==> src/core/css_consts.vh <==
// Constants for the charger safety supervisor
`ifndef CSS_CONSTS_VH
`define CSS_CONSTS_VH
// Clock and timebase
`define CSS_CLK_NS 4
`define CSS_TICK_NS 1000000
`define CSS_DBC_TICKS 16'h0020
// Charger states
`define CSS_ST_IDLE 4'h0
`define CSS_ST_PRECHG 4'h1
`define CSS_ST_TRICKLE 4'h2
`define CSS_ST_FC_CC 4'h3
`define CSS_ST_FC_CV 4'h4
`define CSS_ST_TOPOFF 4'h5
`define CSS_ST_DONE 4'h6
`define CSS_ST_TMR_FAULT 4'h7
`define CSS_ST_WD_SUSP 4'h8
`define CSS_ST_THM_SHDN 4'h9
`define CSS_ST_TEMP_SUSP 4'hA
// Detail codes
`define CSS_DTL_TRICKLE 4'h0
`define CSS_DTL_FC_CC 4'h1
`define CSS_DTL_FC_CV 4'h2
`define CSS_DTL_TOPOFF 4'h3
`define CSS_DTL_DONE 4'h4
`define CSS_DTL_OK_MAX 4'h4
`define CSS_DTL_PRECHG 4'h5
`define CSS_DTL_TMR_FAULT 4'h6
`define CSS_DTL_OFF 4'h8
`define CSS_DTL_THM_SHDN 4'hA
`define CSS_DTL_WD_EXP 4'hB
`define CSS_DTL_TEMP_SUSP 4'hC
// Timer groups
`define CSS_GRP_NONE 2'h0
`define CSS_GRP_PREQ 2'h1
`define CSS_GRP_FAST 2'h2
`define CSS_GRP_TOPOFF 2'h3
// Thermistor zone codes
`define CSS_ZN_COLD 3'h0
`define CSS_ZN_COOL 3'h1
`define CSS_ZN_NORMAL 3'h2
`define CSS_ZN_WARM 3'h3
`define CSS_ZN_HOT 3'h4
`define CSS_ZN_DISABLED 3'h5
// Current select codes
`define CSS_CUR_PRECHG 2'h0
`define CSS_CUR_TRICKLE 2'h1
`define CSS_CUR_FAST 2'h2
// Mode field and host keys
`define CSS_MODE_DEFAULT 4'h5
`define CSS_MODE_CHG_ON 4'h5
`define CSS_WDCLR_KEY 2'h1
`define CSS_OFFSET_OFF 2'h0
`define CSS_OVC_OFF 4'h0
// Warm zone drop in voltage setting steps
`define CSS_CV_WARM_DROP 8'h0C
// Loop offset per code step, 0.1 mV and 0.1 mA units
`define CSS_CVOFS_2S 11'd229
`define CSS_CVOFS_3S 11'd344
`define CSS_CCOFS_STEP 11'd625
`endif

==> src/core/css_tick_div.v <==
// Slow timebase divider producing a one-cycle tick
`timescale 1ns/1ns
module css_tick_div #(
  parameter DIV = 250000
) (
  // Clock and reset
  input wire clk,
  input wire resetn,
  // Tick out
  output reg tick
);
  reg [31:0] cnt_ff;

  // Free-running count, pulse on wrap
  always @(posedge clk or negedge resetn)
  begin
    if (!resetn)
    begin
      cnt_ff <= 32'h00000000;
      tick <= 1'b0;
    end
    else if (cnt_ff >= DIV - 1)
    begin
      cnt_ff <= 32'h00000000;
      tick <= 1'b1;
    end
    else
    begin
      cnt_ff <= cnt_ff + 32'h00000001;
      tick <= 1'b0;
    end
  end
endmodule

==> src/core/css_sync.v <==
// Three-stage pin synchroniser with agreement filter
`timescale 1ns/1ns
module css_sync #(
  parameter W = 1
) (
  // Clock and reset
  input wire clk,
  input wire resetn,
  // Pins in, filtered levels out
  input wire [W-1:0] din,
  output reg [W-1:0] dout
);
  reg [W-1:0] s1_ff;
  reg [W-1:0] s2_ff;
  reg [W-1:0] s3_ff;
  genvar i;

  generate
    for (i = 0; i < W; i = i + 1)
    begin : g_bit
      // First stage feeds only the second; level taken when 2 and 3 agree
      always @(posedge clk or negedge resetn)
      begin
        if (!resetn)
        begin
          s1_ff[i] <= 1'b0;
          s2_ff[i] <= 1'b0;
          s3_ff[i] <= 1'b0;
          dout[i] <= 1'b0;
        end
        else
        begin
          s1_ff[i] <= din[i];
          s2_ff[i] <= s1_ff[i];
          s3_ff[i] <= s2_ff[i];
          if (s2_ff[i] == s3_ff[i])
            dout[i] <= s3_ff[i];
        end
      end
    end
  endgenerate
endmodule

==> src/core/css_supervisor.v <==
// Charger safety supervisor: state machine, timers, zones, ship mode
`timescale 1ns/1ns
`include "css_consts.vh"
module css_supervisor #(
  parameter TICK_CYCLES = `CSS_TICK_NS / `CSS_CLK_NS
) (
  // Clock and reset
  input wire CLK_SYS,
  input wire RESETN,
  // Analog comparator and pin inputs, asynchronous
  input wire INPUT_VALID,
  input wire BATTERY_DISCONNECT_PIN,
  input wire STANDBY_PIN,
  input wire DIE_OVER_SHDN,
  input wire DIE_OVER_REG,
  input wire BATT_COLD,
  input wire BATT_COOL,
  input wire BATT_WARM,
  input wire BATT_HOT,
  input wire VBAT_ABOVE_PRECHG,
  input wire VBAT_ABOVE_SYSMIN,
  input wire VBAT_AT_REG,
  input wire ICHG_BELOW_TOPOFF,
  input wire VBAT_BELOW_RESTART,
  // Host writes and reads
  input wire MODE_WR,
  input wire [3:0] MODE_WDATA,
  input wire WD_EN_WR,
  input wire WD_EN_WDATA,
  input wire WD_CLR_WR,
  input wire [1:0] WD_CLR_WDATA,
  input wire IRQ_READ,
  // Host settings
  input wire [15:0] PREQUAL_TIME_LIMIT,
  input wire [15:0] FAST_CHARGE_TIME_LIMIT,
  input wire [15:0] TOPOFF_DURATION,
  input wire [15:0] WATCHDOG_PERIOD,
  input wire TEMP_ZONE_CONTROL_ENABLE,
  input wire [7:0] FAST_CHARGE_CURRENT_SETTING,
  input wire [7:0] COOL_CURRENT_SETTING,
  input wire [7:0] TERMINATION_VOLTAGE_SETTING,
  input wire [7:0] COOL_VOLTAGE_SETTING,
  input wire [1:0] VOLTAGE_LOOP_OFFSET,
  input wire [1:0] CURRENT_LOOP_OFFSET,
  input wire CELLS_3S,
  input wire SHIP_MODE_BIT,
  input wire [3:0] BATTERY_OVERCURRENT_THRESHOLD,
  // Status to host
  output reg CHARGER_IRQ,
  output reg CHARGER_OK_STATUS,
  output reg [3:0] CHARGER_DETAIL_FIELD,
  output reg THERMAL_REGULATION_STATUS,
  output reg [2:0] THERMISTOR_DETAIL_FIELD,
  output reg [3:0] MODE_FIELD,
  output reg WATCHDOG_ENABLE_BIT,
  // Controls to power stage
  output reg CHARGE_ENABLE,
  output reg CONVERTER_ENABLE,
  output reg [1:0] CURRENT_SELECT,
  output reg [7:0] APPLIED_CURRENT,
  output reg [7:0] APPLIED_VOLTAGE,
  output reg TIMER_DOUBLED,
  output reg [10:0] CV_TRANSITION_OFFSET,
  output reg [10:0] CC_TRANSITION_OFFSET,
  output reg SHIP_MODE,
  output reg SERIAL_IF_ENABLE,
  output reg OVERCURRENT_MONITOR_EN,
  output reg [3:0] OVERCURRENT_THRESHOLD_OUT
);
  wire tick;
  wire [13:0] pins_q;
  wire in_ok = pins_q[0];
  wire disq = pins_q[1];
  wire standby_pin = pins_q[2];
  wire shdn = pins_q[3];
  wire thermal_regulation_status = pins_q[4];
  wire z_cold = pins_q[5];
  wire z_cool = pins_q[6];
  wire z_warm = pins_q[7];
  wire z_hot = pins_q[8];
  wire above_pre = pins_q[9];
  wire above_sys = pins_q[10];
  wire at_reg = pins_q[11];
  wire below_to = pins_q[12];
  wire restart = pins_q[13];

  reg [3:0] state_ff;
  reg [3:0] nxt_state;
  reg [16:0] sc_cnt_ff;
  reg [15:0] wd_cnt_ff;
  reg [15:0] dbc_ff;
  reg in_ok_d_ff;
  reg thermal_regulation_status_d_ff;
  reg mode_off_seen_ff;
  reg disq_hi_seen_ff;
  reg [2:0] zone;
  reg [16:0] lim_eff;
  reg [3:0] nxt_detail;
  reg nxt_irq_evt;

  // Timebase for all safety timers and the watchdog
  css_tick_div #(.DIV(TICK_CYCLES)) u_tick (
    .clk(CLK_SYS),
    .resetn(RESETN),
    .tick(tick)
  );

  // Every pin passes the agreement synchroniser
  css_sync #(.W(14)) u_sync (
    .clk(CLK_SYS),
    .resetn(RESETN),
    .din({VBAT_BELOW_RESTART, ICHG_BELOW_TOPOFF, VBAT_AT_REG,
      VBAT_ABOVE_SYSMIN, VBAT_ABOVE_PRECHG, BATT_HOT, BATT_WARM,
      BATT_COOL, BATT_COLD, DIE_OVER_REG, DIE_OVER_SHDN, STANDBY_PIN,
      BATTERY_DISCONNECT_PIN, INPUT_VALID}),
    .dout(pins_q)
  );

  // First charging state picked from battery voltage
  function [3:0] entry_state;
    input pre;
    input sys;
    begin
      if (!pre)
        entry_state = `CSS_ST_PRECHG;
      else if (!sys)
        entry_state = `CSS_ST_TRICKLE;
      else
        entry_state = `CSS_ST_FC_CC;
    end
  endfunction

  // Which safety timer a state belongs to
  function [1:0] tmr_group;
    input [3:0] st;
    begin
      case (st)
        `CSS_ST_PRECHG, `CSS_ST_TRICKLE: tmr_group = `CSS_GRP_PREQ;
        `CSS_ST_FC_CC, `CSS_ST_FC_CV: tmr_group = `CSS_GRP_FAST;
        `CSS_ST_TOPOFF: tmr_group = `CSS_GRP_TOPOFF;
        default: tmr_group = `CSS_GRP_NONE;
      endcase
    end
  endfunction

  // Writes are ignored while the serial interface is down
  wire host_ok = !SHIP_MODE;
  wire wd_clr_hit = host_ok && WD_CLR_WR &&
    (WD_CLR_WDATA == `CSS_WDCLR_KEY);
  wire chg_on = (MODE_FIELD == `CSS_MODE_CHG_ON);
  wire allowed = chg_on && in_ok && !SHIP_MODE;
  wire wd_exp = WATCHDOG_ENABLE_BIT &&
    (wd_cnt_ff >= WATCHDOG_PERIOD);
  wire zone_stop = TEMP_ZONE_CONTROL_ENABLE &&
    (z_cold || z_hot);
  wire halved = ({APPLIED_CURRENT, 1'b0} <=
    {1'b0, FAST_CHARGE_CURRENT_SETTING});
  wire [1:0] grp = tmr_group(state_ff);
  wire tmr_exp = (grp != `CSS_GRP_NONE) && (sc_cnt_ff >= lim_eff);

  // Timer limit per group, doubled when current is halved, except in the top-off group
  always @*
  begin
    case (grp)
      `CSS_GRP_PREQ: lim_eff = {1'b0, PREQUAL_TIME_LIMIT};
      `CSS_GRP_FAST: lim_eff = {1'b0, FAST_CHARGE_TIME_LIMIT};
      `CSS_GRP_TOPOFF: lim_eff = {1'b0, TOPOFF_DURATION};
      default: lim_eff = {1'b0, 16'hFFFF};
    endcase
    if (halved && grp != `CSS_GRP_TOPOFF)
      lim_eff = {lim_eff[15:0], 1'b0};
  end

  // Battery temperature zone
  always @*
  begin
    if (!TEMP_ZONE_CONTROL_ENABLE)
      zone = `CSS_ZN_DISABLED;
    else if (z_cold)
      zone = `CSS_ZN_COLD;
    else if (z_hot)
      zone = `CSS_ZN_HOT;
    else if (z_cool)
      zone = `CSS_ZN_COOL;
    else if (z_warm)
      zone = `CSS_ZN_WARM;
    else
      zone = `CSS_ZN_NORMAL;
  end

  // Charger state machine; replug and shutdown act from any state
  always @*
  begin
    nxt_state = state_ff;
    if (!in_ok && in_ok_d_ff)
      nxt_state = `CSS_ST_IDLE;
    else if (shdn)
      nxt_state = `CSS_ST_THM_SHDN;
    else
      case (state_ff)
        `CSS_ST_IDLE:
          if (allowed && !zone_stop)
            nxt_state = entry_state(above_pre, above_sys);
        `CSS_ST_TMR_FAULT:
          if ((chg_on && mode_off_seen_ff) || (!disq && disq_hi_seen_ff))
            nxt_state = `CSS_ST_IDLE;
        `CSS_ST_WD_SUSP:
          if (wd_clr_hit)
            nxt_state = `CSS_ST_IDLE;
        `CSS_ST_THM_SHDN:
          nxt_state = `CSS_ST_IDLE;
        `CSS_ST_TEMP_SUSP:
          if (!zone_stop)
            nxt_state = `CSS_ST_IDLE;
        default:
          if (!allowed)
            nxt_state = `CSS_ST_IDLE;
          else if (zone_stop)
            nxt_state = `CSS_ST_TEMP_SUSP;
          else if (wd_exp && state_ff != `CSS_ST_PRECHG)
            nxt_state = `CSS_ST_WD_SUSP;
          else if (tmr_exp && grp != `CSS_GRP_TOPOFF)
            nxt_state = `CSS_ST_TMR_FAULT;
          else
            case (state_ff)
              `CSS_ST_PRECHG:
                if (above_pre)
                  nxt_state = `CSS_ST_TRICKLE;
              `CSS_ST_TRICKLE:
                if (above_sys)
                  nxt_state = `CSS_ST_FC_CC;
              `CSS_ST_FC_CC:
                if (at_reg)
                  nxt_state = `CSS_ST_FC_CV;
              `CSS_ST_FC_CV:
                if (below_to)
                  nxt_state = `CSS_ST_TOPOFF;
              `CSS_ST_TOPOFF:
                if (restart)
                  nxt_state = `CSS_ST_FC_CC;
                else if (tmr_exp)
                  nxt_state = `CSS_ST_DONE;
              `CSS_ST_DONE:
                if (restart)
                  nxt_state = `CSS_ST_FC_CC;
              default:
                nxt_state = `CSS_ST_IDLE;
            endcase
      endcase
  end

  // Detail update: faults at once, charging codes after debounce
  always @*
  begin
    nxt_detail = CHARGER_DETAIL_FIELD;
    nxt_irq_evt = 1'b0;
    case (state_ff)
      `CSS_ST_TMR_FAULT:
      begin
        nxt_detail = `CSS_DTL_TMR_FAULT;
        nxt_irq_evt = (CHARGER_DETAIL_FIELD != `CSS_DTL_TMR_FAULT);
      end
      `CSS_ST_WD_SUSP: nxt_detail = `CSS_DTL_WD_EXP;
      `CSS_ST_THM_SHDN: nxt_detail = `CSS_DTL_THM_SHDN;
      `CSS_ST_TEMP_SUSP: nxt_detail = `CSS_DTL_TEMP_SUSP;
      `CSS_ST_IDLE: nxt_detail = `CSS_DTL_OFF;
      default:
        if (dbc_ff >= `CSS_DBC_TICKS)
          case (state_ff)
            `CSS_ST_TRICKLE: nxt_detail = `CSS_DTL_TRICKLE;
            `CSS_ST_FC_CC: nxt_detail = `CSS_DTL_FC_CC;
            `CSS_ST_FC_CV: nxt_detail = `CSS_DTL_FC_CV;
            `CSS_ST_TOPOFF: nxt_detail = `CSS_DTL_TOPOFF;
            `CSS_ST_DONE: nxt_detail = `CSS_DTL_DONE;
            default: nxt_detail = `CSS_DTL_PRECHG;
          endcase
    endcase
    // Ok rises or falls: irq on either edge of ok
    if ((nxt_detail <= `CSS_DTL_OK_MAX) != CHARGER_OK_STATUS)
      nxt_irq_evt = 1'b1;
    if (thermal_regulation_status != thermal_regulation_status_d_ff)
      nxt_irq_evt = 1'b1;
  end

  // State, timers and held configuration
  always @(posedge CLK_SYS or negedge RESETN)
  begin
    if (!RESETN)
    begin
      state_ff <= `CSS_ST_IDLE;
      sc_cnt_ff <= 17'h00000;
      wd_cnt_ff <= 16'h0000;
      dbc_ff <= 16'h0000;
      in_ok_d_ff <= 1'b0;
      thermal_regulation_status_d_ff <= 1'b0;
      mode_off_seen_ff <= 1'b0;
      disq_hi_seen_ff <= 1'b0;
      MODE_FIELD <= `CSS_MODE_DEFAULT;
      WATCHDOG_ENABLE_BIT <= 1'b0;
      CHARGER_IRQ <= 1'b0;
      CHARGER_OK_STATUS <= 1'b0;
      CHARGER_DETAIL_FIELD <= `CSS_DTL_OFF;
      THERMAL_REGULATION_STATUS <= 1'b0;
    end
    else
    begin
      state_ff <= nxt_state;
      in_ok_d_ff <= in_ok;
      thermal_regulation_status_d_ff <= thermal_regulation_status;
      THERMAL_REGULATION_STATUS <= thermal_regulation_status;
      // Safety timer restarts when the timer group changes
      if (tmr_group(nxt_state) != grp)
        sc_cnt_ff <= 17'h00000;
      else if (tick && sc_cnt_ff != 17'h1FFFF)
        sc_cnt_ff <= sc_cnt_ff + 17'h00001;
      if (nxt_state != state_ff)
        dbc_ff <= 16'h0000;
      else if (tick && dbc_ff != 16'hFFFF)
        dbc_ff <= dbc_ff + 16'h0001;
      // Watchdog count restarts on a valid clear
      if (wd_clr_hit || !WATCHDOG_ENABLE_BIT)
        wd_cnt_ff <= 16'h0000;
      else if (tick && wd_cnt_ff != 16'hFFFF)
        wd_cnt_ff <= wd_cnt_ff + 16'h0001;
      // Fault exit tracking, cleared outside the fault
      if (state_ff != `CSS_ST_TMR_FAULT)
      begin
        mode_off_seen_ff <= 1'b0;
        disq_hi_seen_ff <= 1'b0;
      end
      else
      begin
        if (!chg_on)
          mode_off_seen_ff <= 1'b1;
        if (disq)
          disq_hi_seen_ff <= 1'b1;
      end
      // Shutdown returns held config to default
      if (state_ff == `CSS_ST_THM_SHDN)
      begin
        MODE_FIELD <= `CSS_MODE_DEFAULT;
        WATCHDOG_ENABLE_BIT <= 1'b0;
      end
      else
      begin
        if (host_ok && MODE_WR)
          MODE_FIELD <= MODE_WDATA;
        if (host_ok && WD_EN_WR)
          WATCHDOG_ENABLE_BIT <= WD_EN_WDATA;
      end
      CHARGER_DETAIL_FIELD <= nxt_detail;
      CHARGER_OK_STATUS <= (nxt_detail <= `CSS_DTL_OK_MAX);
      // Set wins over the read clear so no event is lost
      if (nxt_irq_evt)
        CHARGER_IRQ <= 1'b1;
      else if (host_ok && IRQ_READ)
        CHARGER_IRQ <= 1'b0;
    end
  end

  // Power stage controls and zone adjustments
  always @(posedge CLK_SYS or negedge RESETN)
  begin
    if (!RESETN)
    begin
      CHARGE_ENABLE <= 1'b0;
      CONVERTER_ENABLE <= 1'b0;
      CURRENT_SELECT <= `CSS_CUR_PRECHG;
      APPLIED_CURRENT <= 8'h00;
      APPLIED_VOLTAGE <= 8'h00;
      TIMER_DOUBLED <= 1'b0;
      CV_TRANSITION_OFFSET <= 11'h000;
      CC_TRANSITION_OFFSET <= 11'h000;
      THERMISTOR_DETAIL_FIELD <= `CSS_ZN_DISABLED;
      SHIP_MODE <= 1'b0;
      SERIAL_IF_ENABLE <= 1'b1;
      OVERCURRENT_MONITOR_EN <= 1'b0;
      OVERCURRENT_THRESHOLD_OUT <= `CSS_OVC_OFF;
    end
    else
    begin
      // Converter keeps supplying the system in watchdog suspend
      CHARGE_ENABLE <= (tmr_group(state_ff) != `CSS_GRP_NONE) ||
        (state_ff == `CSS_ST_DONE);
      CONVERTER_ENABLE <= !SHIP_MODE &&
        (state_ff != `CSS_ST_THM_SHDN);
      if (!above_pre)
        CURRENT_SELECT <= `CSS_CUR_PRECHG;
      else if (!above_sys)
        CURRENT_SELECT <= `CSS_CUR_TRICKLE;
      else
        CURRENT_SELECT <= `CSS_CUR_FAST;
      THERMISTOR_DETAIL_FIELD <= zone;
      if (zone == `CSS_ZN_COOL)
      begin
        APPLIED_CURRENT <= COOL_CURRENT_SETTING;
        APPLIED_VOLTAGE <= COOL_VOLTAGE_SETTING;
      end
      else
      begin
        APPLIED_CURRENT <= FAST_CHARGE_CURRENT_SETTING;
        if (zone != `CSS_ZN_WARM)
          APPLIED_VOLTAGE <= TERMINATION_VOLTAGE_SETTING;
        else if (TERMINATION_VOLTAGE_SETTING > `CSS_CV_WARM_DROP)
          APPLIED_VOLTAGE <= TERMINATION_VOLTAGE_SETTING -
            `CSS_CV_WARM_DROP;
        else
          APPLIED_VOLTAGE <= 8'h00;
      end
      TIMER_DOUBLED <= halved && (grp != `CSS_GRP_NONE);
      // Offset moves the entry point only; regulation stays exact
      if (VOLTAGE_LOOP_OFFSET == `CSS_OFFSET_OFF ||
        state_ff == `CSS_ST_FC_CV || state_ff == `CSS_ST_TOPOFF)
        CV_TRANSITION_OFFSET <= 11'h000;
      else
        CV_TRANSITION_OFFSET <= (CELLS_3S ? `CSS_CVOFS_3S :
          `CSS_CVOFS_2S) * {9'h000, VOLTAGE_LOOP_OFFSET};
      if (CURRENT_LOOP_OFFSET == `CSS_OFFSET_OFF ||
        state_ff == `CSS_ST_FC_CC)
        CC_TRANSITION_OFFSET <= 11'h000;
      else
        CC_TRANSITION_OFFSET <= `CSS_CCOFS_STEP *
          {9'h000, CURRENT_LOOP_OFFSET};
      // Exit wins over entry when both hold
      if (in_ok || standby_pin)
        SHIP_MODE <= 1'b0;
      else if (disq || SHIP_MODE_BIT)
        SHIP_MODE <= 1'b1;
      SERIAL_IF_ENABLE <= !(SHIP_MODE && !(in_ok || standby_pin));
      OVERCURRENT_MONITOR_EN <=
        (BATTERY_OVERCURRENT_THRESHOLD != `CSS_OVC_OFF);
      OVERCURRENT_THRESHOLD_OUT <= BATTERY_OVERCURRENT_THRESHOLD;
    end
  end
endmodule

==> config.mk <==
export PLATFORM = sky130hd
export DESIGN_NAME = css_supervisor
export DESIGN_NICKNAME = d
export VERILOG_FILES = /design/src/core/css_tick_div.v /design/src/core/css_sync.v /design/src/core/css_supervisor.v
export VERILOG_INCLUDE_DIRS = /design/src /design/src/core
export SDC_FILE = /design/constraint.sdc
export NUM_CORES = 1
export LEC_CHECK = 0
export BUFFER_PORTS_ARGS = -buffer_cell sky130_fd_sc_hd__buf_2
export CORE_MARGIN = 8
export CORE_UTILIZATION = 25
export DETAILED_ROUTE_END_ITERATION = 7
export MAX_ROUTING_LAYER = met4
export PLACE_DENSITY = 0.46
export SLEW_MARGIN = 25
export SYNTH_ARGS = -nofsm -noshare
export SYNTH_HDL_FRONTEND = slang
export SYNTH_HIERARCHICAL = 1
export SYNTH_SLANG_ARGS = --single-unit
==> constraint.sdc <==
create_clock -name CLK_SYS -period 13.8 [get_ports CLK_SYS]
set_input_delay 0.69 -clock CLK_SYS [delete_from_list [all_inputs] [get_ports CLK_SYS]]
set_output_delay 0.69 -clock CLK_SYS [all_outputs]
set_load 0.01 [all_outputs]
==> out/metrics.cfg, run 1 <==
[status]
status=finished, final reports clean

[synthesis]
avgSynthCellArea_um2=10.6
synth_cell_types=83
synth_top_area_share_pct=47.9
syn_inst=978
synth_ff_type=dfrtp_1
synth.largest_area_cell=dfrtp_1
synth_xor_xnor_area_share_pct=5.84
synth_compound_area_share_pct=12.2
muxShareOfSynthArea_pct=2.79
async_reset_ff_share_pct=100
synthTopCellsByArea=dfrtp_1 (48%), ha_1 (6.4%), xnor2_1 (3.3%), nor2_1 (3.0%), nand2_1 (2.7%)
synth_warnings=6
synth-edff-count=0
synth-simple-area-share_pct=17.6
syn_area_um2=10300
synth_fa_ha_area_share_pct=8.13
synth_top_family_by_area=simple AND/OR/NAND/NOR gates
synth_seq_cells=204
seq_area_frac_synth_pct=49.4

[clocking]
tritoncts=done
cts_max_path_buffers=3
ctsHoldBuffers=0
htreeDepth=1
root_buffer=clkbuf_16
clkLatencyLatePin_ns=0.53
cts.clk_slew.worst_paths_ns=0.06
postCtsResizedCells=0
cts_setup_buffers=0
cts.sinks=204
numCtsBuffers=25

[sta]
rsz0062_at_grt=no
maxSlewHeadroom_pct=32.0
tightest_slew_ns=1.02
period_share_pct=44.9
finalClockSkew_ns=0.0104
max_freq_mhz=162
finalSetupTns_ns=0
finalSetupViolCount=0
fin_crit_ns=6.19
hold_viol=0
maxSlewViolCount=0

[route]
drtAntennaViolNets=0
num_vias=7881
drt-initial-drc-count=429
vias_per_cell=4.55
post_drt_wl_per_cell_um=16.0
finalWirelength_um=27700
drt-pass1-iter-count=5
drc_errors=0

[placement]
dp_cells=1687
dp_hpwl_um=20800
numPortBuffers=196
place_congestion=0.831

[worst_setup_path]
cpPeakStageDelay_ns=0.92
critPathLaunchType=flop
crit_path_end_kind=flop
r2r-end=sc_cnt_ff[2]
crit_required_ns=14.24
crit_type=flop to flop
cp_cell_sequence=inv_1, nand2_1, o22a_1, nor2_1, buf_4, a221o_1, a21oi_1, nor2_1, ha_1, nand2b_1, a41o_1, a211oi_1, o21ai_0, mux2i_1, o21ai_2, mux2_1, or4_1, a21oi_1
r2r_setup_slack_ns=7.61
rr_worst_depth=18
r2r_start=state_ff[1]
critPathMaxFanout=25
cp.arrival_ns=6.63
slowest_stage=dfrtp_1

[global_route]
grt_overflow=0
grt_first_pass_wirelength_um=44800
antenna_found_initial=1
grt_max_degree=75
track_usage_pct=11.7
grt_pass1_vias=8161

[die]
die_area_um2=48100
coreArea_um2=40800
placementRows=74
num_io_pins=199
start_util_pct=25.3
die_h_um=219
die_w_um=219

[cells_and_area]
final_cells=1732
syn_to_final_growth_pct=23.0
final_nets=1370
drive_gt1_share_pct=26.3

[flow_run]
maxCapViolCount=0

[power_and_ir_drop]
power.density_nw_per_um2=151
power_leakage_nw=5.77
peakVddDrop_mv=0.0879

[worst_hold_path]
worst_hold_path_type=input port to asynchronous set/reset pin

## state kept, by name, indices dropped and copies added, names as in the netlist, 6 cells and up
signal and cells:
u_sync/s2_ff 14, sc_cnt_ff 17, u_sync/dout 14, u_sync/s1_ff 14
wd_cnt_ff 16, CV_TRANSITION_OFFSET 10, APPLIED_VOLTAGE 8, APPLIED_CURRENT 8
CC_TRANSITION_OFFSET 6, u_tick/cnt_ff 32, dbc_ff 16, u_sync/s3_ff 14
## Yosys cell counts, types with 10 or more instances
cell	instances
maj3_2	14
o21ai_0	35
a221o_1	16
dfrtp_1	198
a21oi_1	48
nor3_1	21
xor2_1	30
ha_1	53
nor4_1	13
inv_1	51
a21oi_2	11
nor2_1	84
and3_1	16
nand2_1	75
clkbuf_1	17
a21o_1	10
mux2_2	14
mux2i_1	12
a211oi_1	11
nor2b_1	12
nor3_2	10
nand4_1	17
or3_1	10
nand2b_1	10
nand3_1	27
xnor2_1	39
## critical path, delay by kind of cell, from the launching register on
family                   cells  cell delay [ns]
AO/OA/AOI/OAI                8             2.23
AND/OR/NAND/NOR              5             1.42
flip-flops                   1             0.92
buffers and inverters        2             0.67
multiplexers                 2             0.53
adder cells (fa/ha/maj)      1             0.30
## metal layers
layer | GRT usage (%) | wire length, µm | vias to the layer above
met5 | - | 0 | -
met4 | 2.65 | 574 | 0
met3 | 2.91 | 2190 | 39
met2 | 17.3 | 11800 | 224
met1 | 15.9 | 13100 | 3757
li1 | - | - | 3861
## how the worst max path moves through the flow
| stage | startpoint | to | slack, ns | depth (start not counted) |
|---|---|---|---|---|
| floorplan | FAST_CHARGE_CURRENT_SETTING[2] | sc_cnt_ff[15] | 8.32 | 24 |
| global placement | FAST_CHARGE_CURRENT_SETTING[2] | sc_cnt_ff[0] | 7.57 | 22 |
| detailed placement | FAST_CHARGE_CURRENT_SETTING[2] | sc_cnt_ff[2] | 7.45 | 22 |
| CTS | state_ff[1] | sc_cnt_ff[3] | 7.61 | 18 |
| global route | state_ff[1] | sc_cnt_ff[5] | 7.20 | 18 |
| finish | state_ff[1] | sc_cnt_ff[2] | 7.61 | 18 |
## power by group
group          switching (W)  internal, W  leakage (nW)
combinational       0.000328     0.000212          2.81
sequential         0.0000754     0.000654          2.55
clock               0.000250     0.000401         0.407
total               0.000653      0.00127          5.77
## per-stage QoR
stage | setup WS (ns) | utilization [%] | total power (W) | hold WS [ns] | cell area [µm²]
after global placement | 7.57 | 29.1 | 0.00128 | 0.332 | 11900
after detailed placement | 7.45 | 29.1 | 0.00128 | 0.335 | 11900
after floorplan | 8.32 | - | 0.00113 | 0.331 | 10400
final | 7.61 | 31.1 | 0.00192 | 0.107 | 12700
after global routing | 7.20 | 31.1 | 0.00205 | 0.146 | 12700
after CTS | 7.61 | 31.1 | 0.00195 | 0.113 | 12700
## logic make-up (layout without fill, tap and decap cells)
| group | after synthesis | in the layout |
|---|---|---|
| simple gates | 337 | 337 |
| flops | 204 | 204 |
| compound gates | 182 | 182 |
| buf+inv | 88 | 295 |
| xor+xnor | 69 | 69 |
| fa+ha+maj | 68 | 68 |
| mux | 27 | 27 |
| other cells | 3 | 18 |
## layout by cell type, fill, tap and decap left out, drive strengths merged, types with 11 or more instances in the layout
cell,Yosys,routed
buf,20,200
mux2i,12,12
clkbuf,17,37
nand2,75,75
xnor2,39,39
ha,53,53
nor4,15,15
maj3,14,14
nor2b,12,12
a211oi,11,11
dfrtp,198,198
nor3,32,32
xor2,30,30
and3,16,16
a21oi,59,59
o21ai,38,38
nor2,85,85
conb,3,17
nand4,19,19
nand3,27,27
a221o,16,16
inv,51,52
mux2,15,15
## final cells by class
type	count	area (µm²)
sequential	204	5110
fill	4253	28100
tap	532	666
multi-input combinational	700	4900
clock buffer	37	731
antenna	1	2.50
timing repair buffer	200	1020
inverter	51	191
clock inverter	7	88.8
Power figures use the tool's default switching activity.
==> inputs of run 2 (changes only) <==
--- a/config.mk
+++ b/config.mk
@@ -6,12 +6,13 @@
 export SDC_FILE = /design/constraint.sdc
 export NUM_CORES = 1
 export LEC_CHECK = 0
+export ABC_AREA = 1
 export BUFFER_PORTS_ARGS = -buffer_cell sky130_fd_sc_hd__buf_2
 export CORE_MARGIN = 8
 export CORE_UTILIZATION = 25
 export DETAILED_ROUTE_END_ITERATION = 7
 export MAX_ROUTING_LAYER = met4
-export PLACE_DENSITY = 0.46
+export PLACE_DENSITY = 0.48
 export SLEW_MARGIN = 25
 export SYNTH_ARGS = -nofsm -noshare
 export SYNTH_HDL_FRONTEND = slang
==> constraint.sdc (replaced) <==
create_clock -name CLK_SYS -period 5.01 [get_ports CLK_SYS]
set_input_delay 0.2505 -clock CLK_SYS [delete_from_list [all_inputs] [get_ports CLK_SYS]]
set_output_delay 0.2505 -clock CLK_SYS [all_outputs]
set_load 0.01 [all_outputs]
==> out/metrics.cfg, run 2 <==
[cells_and_area]
syn_to_final_growth_pct=29.2
final_common_cell=nand2_1
largest_register=u_tick/cnt_ff
final_nets=1692  ; +24%
final_cell_mix=nand2_1 (242), dfrtp_1 (198), buf_2 (195)
drive_gt1_share_pct=20.8  ; -5.5 points
final_cells=2056  ; +19%
largest_reg_flops=32  ; unchanged
num-fill-cells=4266  ; +0.31%
reg_top3=u_tick/cnt_ff x32, sc_cnt_ff x17

[synthesis]
synth_ff_type=dfrtp_1
synthTopCellsByArea=dfrtp_1 (48%), nand2_1 (8.7%), ha_1 (6.4%), inv_1 (5.7%), nor2_1 (5.6%)
muxShareOfSynthArea_pct=0.192  ; -2.6 points
synth_compound_area_share_pct=9.44  ; -2.8 points
avgSynthCellArea_um2=8.46  ; -20%
synth_common_cells=nand2_1 (242), dfrtp_1 (198), inv_1 (159)
syn_area_um2=10400  ; +0.71%
synth-edff-count=0  ; unchanged
synth_warnings=6  ; unchanged
synth.largest_area_cell=dfrtp_1
synth_top_area_share_pct=47.6  ; -0.34 points
synth_seq_cells=204  ; unchanged
synth_most_common_cell=nand2_1
seq_area_frac_synth_pct=49.1  ; -0.35 points
synth_fa_ha_area_share_pct=6.56  ; -1.6 points
async_reset_ff_share_pct=100  ; unchanged
synth_cell_types=51  ; -39%
synth_top_family_by_area=simple AND/OR/NAND/NOR gates
synth_xor_xnor_area_share_pct=3.45  ; -2.4 points
synth-simple-area-share_pct=23.7  ; +6.1 points
syn_inst=1231  ; +26%

[die]
placementRows=74  ; unchanged
coreArea_um2=41000  ; +0.45%
die_h_um=220  ; +0.33%
die_area_um2=48400  ; +0.66%
num_io_pins=199  ; unchanged
start_util_pct=25.4  ; +0.066 points
die_w_um=220  ; +0.33%

[clocking]
htreeDepth=1  ; unchanged
cts.sinks=204  ; unchanged
cts.clk_slew.worst_paths_ns=0.06  ; about the same
numCtsBuffers=25  ; unchanged
cts_max_path_buffers=3  ; unchanged
root_buffer=clkbuf_16
tritoncts=done
clkLatencyLatePin_ns=0.53  ; about the same

[global_route]
antenna_found_initial=1  ; unchanged
track_usage_pct=11.8  ; +0.083 points
grt_overflow=0  ; unchanged
grt_max_degree=104  ; +39%
grt_first_pass_wirelength_um=45400  ; +1.4%
grt_pass1_vias=8984  ; +10%

[placement]
numPortBuffers=196  ; unchanged
dp_cells=1956  ; +16%
place_congestion=0.871  ; +4.7%
dp_hpwl_um=21500  ; +3.3%

[sta]
tightest_slew_ns=0.874  ; -0.147 ns
finalSetupViolCount=0  ; unchanged
maxSlewHeadroom_pct=41.5  ; +9.6 points
period_share_pct=86.4  ; +42 points
finalSetupTns_ns=0  ; unchanged
maxSlewViolCount=0  ; unchanged
hold_viol=0  ; unchanged
max_freq_mhz=231  ; +43%
rsz0062_at_grt=no
fin_crit_ns=4.33  ; -1.86 ns
finalClockSkew_ns=0.0113  ; +0.000943 ns

[worst_setup_path]
critPathLaunchType=flop
cp.arrival_ns=4.76  ; -1.87 ns
crit_type=flop to flop
crit_family=simple AND/OR/NAND/NOR gates
cpPeakStageDelay_ns=0.39  ; -0.53 ns
critPathMaxFanout=16  ; -36%
worst-path-buf-inv=4  ; +2
path_common_cell=nand2_1
r2r_start=APPLIED_CURRENT[3]
r2r-end=dbc_ff[0]
slowest_stage=dfrtp_1
crit_path_end_kind=flop
r2r_setup_slack_ns=0.68  ; -6.93 ns
rr_worst_depth=31  ; +13
crit_required_ns=5.45  ; -8.79 ns

[route]
vias_per_cell=4.28  ; -5.9%
drtAntennaViolNets=0  ; unchanged
num_vias=8801  ; +12%
finalWirelength_um=27700  ; -0.11%
drc_errors=0  ; unchanged
post_drt_wl_per_cell_um=13.5  ; -16%
drt-pass1-iter-count=5  ; unchanged
drt-initial-drc-count=405  ; -5.6%

[status]
status=finished, final reports clean

[worst_hold_path]
worst_hold_path_type=input port to flop
holdCritStartpoint=MODE_WDATA[3]
min_path_cells=3
holdPathEnd=MODE_FIELD[3]

[power_and_ir_drop]
power_leakage_nw=6.60  ; +14%
power.density_nw_per_um2=386  ; +160%
peakVddDrop_mv=0.232  ; +160%

[flow_run]
maxCapViolCount=0  ; unchanged

## run 2: cell types whose count changed after synthesis, sizes merged, moves of 12 or more
cell / delta
a22oi: +14
a221o: -16
o21ai: +37
nor2b: -12
nand2: +178
and3: -15
xnor2: -31
maj3: -14
inv: +120
mux2: -15
nor2: +103
nand3: +27
## run 2: report_power, final
part / internal (W) / total [W] / switching [W]
logic: 0.000459 / 0.00138 / 0.000920
clock network: 0.00117 / 0.00190 / 0.000723
registers: 0.00180 / 0.00192 / 0.000114
total: 0.00343 / 0.00519 / 0.00176
## run 2: final cells by class
class / count / area, µm² / area share (%)
Multi-Input combinational cell: 847 / 4580 / 34.0
Timing Repair inverter: 1 / 7.51 / 0.0558
Timing Repair Buffer: 251 / 1540 / 11.5
Tap cell: 532 / 666 / 4.95
Clock inverter: 13 / 173 / 1.28
Antenna cell: 1 / 2.50 / 0.0186
Clock buffer: 33 / 716 / 5.32
Inverter: 174 / 657 / 4.88
Sequential cell: 204 / 5110 / 38.0
## run 2: tightest hold or removal path, cell delays in order
cell and delay, ns:
buf_2 0.08, o21ai_0 0.07, a21oi_1 0.11
## run 2: how the worst max path moves through the flow
stage,start,to,slack [ns],cells after the start
floorplan,APPLIED_CURRENT[3],sc_cnt_ff[10],1.22,32
global placement,FAST_CHARGE_CURRENT_SETTING[4],dbc_ff[0],0.41,31
detailed placement,APPLIED_CURRENT[3],dbc_ff[0],0.30,31
CTS,APPLIED_CURRENT[3],dbc_ff[0],0.29,31
global route,APPLIED_CURRENT[3],dbc_ff[0],0.06,29
finish,APPLIED_CURRENT[3],dbc_ff[0],0.68,31
## run 2: metal layers
layer / global-route usage, % / vias up / part of all wire (%)
met4: 3.87 / 0 / 3.3
li1: - / 4501 / -
met3: 2.08 / 47 / 4.6
met5: - / - / 0
met2: 18.9 / 188 / 46
met1: 15.0 / 4065 / 46
## run 2: metrics by stage
stage               util, %  total power [W]  hold slack (ns)  setup WS (ns)  instance area, µm²
CTS                    32.7          0.00528         0.000751          0.286               13400
finish                 32.8          0.00519           0.0255          0.684               13500
global route           32.8          0.00554           0.0350         0.0564               13500
global placement       29.3          0.00328            0.331          0.408               12000
floorplan                 -          0.00283          -0.0451           1.22               10500
detailed placement     29.3          0.00329            0.335          0.301               12000
## run 2: what timing repair did
item,in CTS,in global routing
setup endpoints to repair,0,33
hold endpoints to repair,144,0
gates resized for setup,0,3
hold buffers,51,0
buffers inserted,0,1
## run 2: kinds of logic (layout without fill, tap and decap cells)
group,after synthesis,after routing
muxes,2,2
xor gates and xnor gates,41,41
and+or+nand+nor,561,561
buffers and inverters,194,472
DFF,204,204
adders and majority gates,54,54
other,3,18
AOI/OAI and AO/OA,172,172
==> inputs of run 3 (changes only) <==
--- a/config.mk
+++ b/config.mk
@@ -11,8 +11,9 @@
 export CORE_MARGIN = 8
 export CORE_UTILIZATION = 25
 export DETAILED_ROUTE_END_ITERATION = 7
+export GPL_TIMING_DRIVEN = 0
 export MAX_ROUTING_LAYER = met4
-export PLACE_DENSITY = 0.48
+export PLACE_DENSITY = 0.55
 export SLEW_MARGIN = 25
 export SYNTH_ARGS = -nofsm -noshare
 export SYNTH_HDL_FRONTEND = slang
==> out/metrics.cfg, run 3 (synthesized netlist as in run 2, its figures left out) <==
[sta]
maxSlewHeadroom_pct=51.0  ; +9.5 points
maxSlewViolCount=0  ; unchanged
rsz0062_at_grt=no
fin_ws_ns=0.541  ; -0.143 ns
finalClockSkew_ns=0.0188  ; +0.00742 ns
tightest_slew_ns=0.731  ; -0.142 ns
period_share_pct=89.2  ; +2.9 points
finalSetupViolCount=0  ; unchanged
fin_crit_ns=4.47  ; +0.143 ns
hold_viol=0  ; unchanged
hold_slack_ns=0.0327  ; +0.00719 ns
max_freq_mhz=224  ; -3.2%
finalSetupTns_ns=0  ; unchanged

[cells_and_area]
final_cell_area_um2=13400  ; -0.11%
syn_to_final_growth_pct=29.1
largest_register=u_tick/cnt_ff
reg_top3=u_tick/cnt_ff x32, sc_cnt_ff x17
final_nets=1697  ; +0.30%
drive_gt1_share_pct=21.6  ; +0.81 points
fin_util_pct=32.8  ; -0.037 points
largest_reg_flops=32  ; unchanged
final_common_cell=nand2_1
final_cell_mix=nand2_1 (241), dfrtp_1 (198), buf_2 (196)

[global_route]
grt_overflow=0  ; unchanged
track_usage_pct=11.8  ; about the same
grt_pass1_vias=9119  ; +1.5%
grt_first_pass_wirelength_um=45300  ; -0.21%
antenna_found_initial=1  ; unchanged
grt_max_degree=81  ; -22%

[die]
die_h_um=220  ; unchanged
placementRows=74  ; unchanged
die_w_um=220  ; unchanged
num_io_pins=199  ; unchanged
start_util_pct=25.4  ; unchanged
coreArea_um2=41000  ; unchanged
die_area_um2=48400  ; unchanged

[route]
drt-pass1-iter-count=5  ; unchanged
finalWirelength_um=27300  ; -1.4%
drc_errors=0  ; unchanged
drtAntennaViolNets=0  ; unchanged
vias_per_cell=4.28  ; about the same
post_drt_wl_per_cell_um=13.2  ; -1.5%
drt-initial-drc-count=419  ; +3.5%
num_vias=8820  ; +0.22%

[power_and_ir_drop]
share_comb_of_total_power_pct=27.8  ; +1.2 points
clkPwrFrac_pct=35.0  ; -1.5 points
p_int_w=0.00342  ; -0.33%
switchingPower_w=0.00170  ; -3.0%
swShare_pct=33.2  ; -0.61 points
seqPwrFrac_pct=37.1  ; +0.2 points
power.density_nw_per_um2=381  ; -1.1%
power_leakage_nw=6.62  ; +0.24%
peakVddDrop_mv=0.267  ; +15%

[clocking]
root_buffer=clkbuf_16
numCtsBuffers=23  ; -8.0%
cts.sinks=204  ; unchanged
htreeDepth=1  ; unchanged
cts_max_path_buffers=3  ; unchanged
clkLatencyLatePin_ns=0.51  ; -0.02 ns
tritoncts=done
cts.clk_slew.worst_paths_ns=0.06  ; about the same

[worst_setup_path]
cp.arrival_ns=4.86  ; +0.10 ns
critPathMaxFanout=10  ; -6
crit_type=flop to flop
cpPeakStageDelay_ns=0.40  ; about the same
path_common_cell=nand2_1
slowest_stage=dfrtp_1
crit_path_end_kind=flop
critPathLaunchType=flop
crit_required_ns=5.40  ; -0.05 ns

[status]
status=finished, final reports clean

[placement]
dp_hpwl_um=21300  ; -0.66%
numPortBuffers=196  ; unchanged
place_congestion=0.854  ; -1.9%
dp_slack_ns=-0.150  ; -0.451 ns
dpl-instance-area_um2=12200  ; +1.2%

[worst_hold_path]
worst_hold_path_type=input port to flop

[flow_run]
maxCapViolCount=0  ; unchanged

-- run 3: what timing repair did --
action,CTS,global route
setup buffers,0,2
pin swaps,0,0
gates resized for setup,1,15
endpoints found under the hold margin,95,0
hold buffers,41,0
setup endpoints to repair,20,33
-- run 3: area by class of cell --
cell class	count	area [µm²]
Multi-Input combinational cell	847	4580
Buffer	18	128
Clock inverter	12	173
Antenna cell	1	2.50
Fill cell	4243	27600
Sequential cell	204	5110
Inverter	174	659
Timing Repair Buffer	241	1470
Tap cell	532	666
Clock buffer	30	652
-- run 3: stage by stage --
stage | instances | total power (W)
2_1_floorplan | 1245 | 0.00283
3_3_place_gp | 1973 | 0.00334
3_5_place_dp | 1975 | 0.00337
4_1_cts | 2057 | 0.00524
5_1_grt | 2059 | 0.00552
6_report | 2059 | 0.00513
-- run 3: metal layers --
metal	part of all wire [%]	wire length [µm]	GRT usage, %	vias up
met5	0	0	-	-
met4	2.3	624	2.98	0
met3	5.2	1430	2.26	44
met2	48	13200	20.3	182
met1	44	12100	14.0	4076
li1	-	-	-	4518
-- run 3: critical path: cells and delay by family (launching register included) --
family | cells | cell delay (ns)
flip-flops | 1 | 0.40
AND/OR/NAND/NOR | 18 | 1.93
AO/OA/AOI/OAI | 8 | 0.92
adder cells (fa/ha/maj) | 2 | 0.60
buffers and inverters | 3 | 0.49
-- run 3: worst paths after layout --
path	to	slack, ns	cells after the start	startpoint
setup reg to reg	sc_cnt_ff[7]	0.54	31	APPLIED_CURRENT[1]
hold / removal	MODE_FIELD[2]	0.03	3	MODE_WR
min in group asynchronous	u_sync/s1_ff[4]	0.26	2	RESETN
hold reg to reg	u_sync/s2_ff[6]	0.34	0	u_sync/s1_ff[6]
setup / recovery	sc_cnt_ff[7]	0.54	31	APPLIED_CURRENT[1]
max in group asynchronous	sc_cnt_ff[0]	3.67	4	RESETN
-- run 3: power by group through the flow --
stage / registers, W / clock network [W] / logic, W
floorplan: 0.00195 / 0 / 0.000888
global placement: 0.00193 / 0 / 0.00141
detailed placement: 0.00193 / 0 / 0.00144
CTS: 0.00191 / 0.00187 / 0.00147
global route: 0.00192 / 0.00194 / 0.00166
finish: 0.00190 / 0.00180 / 0.00143
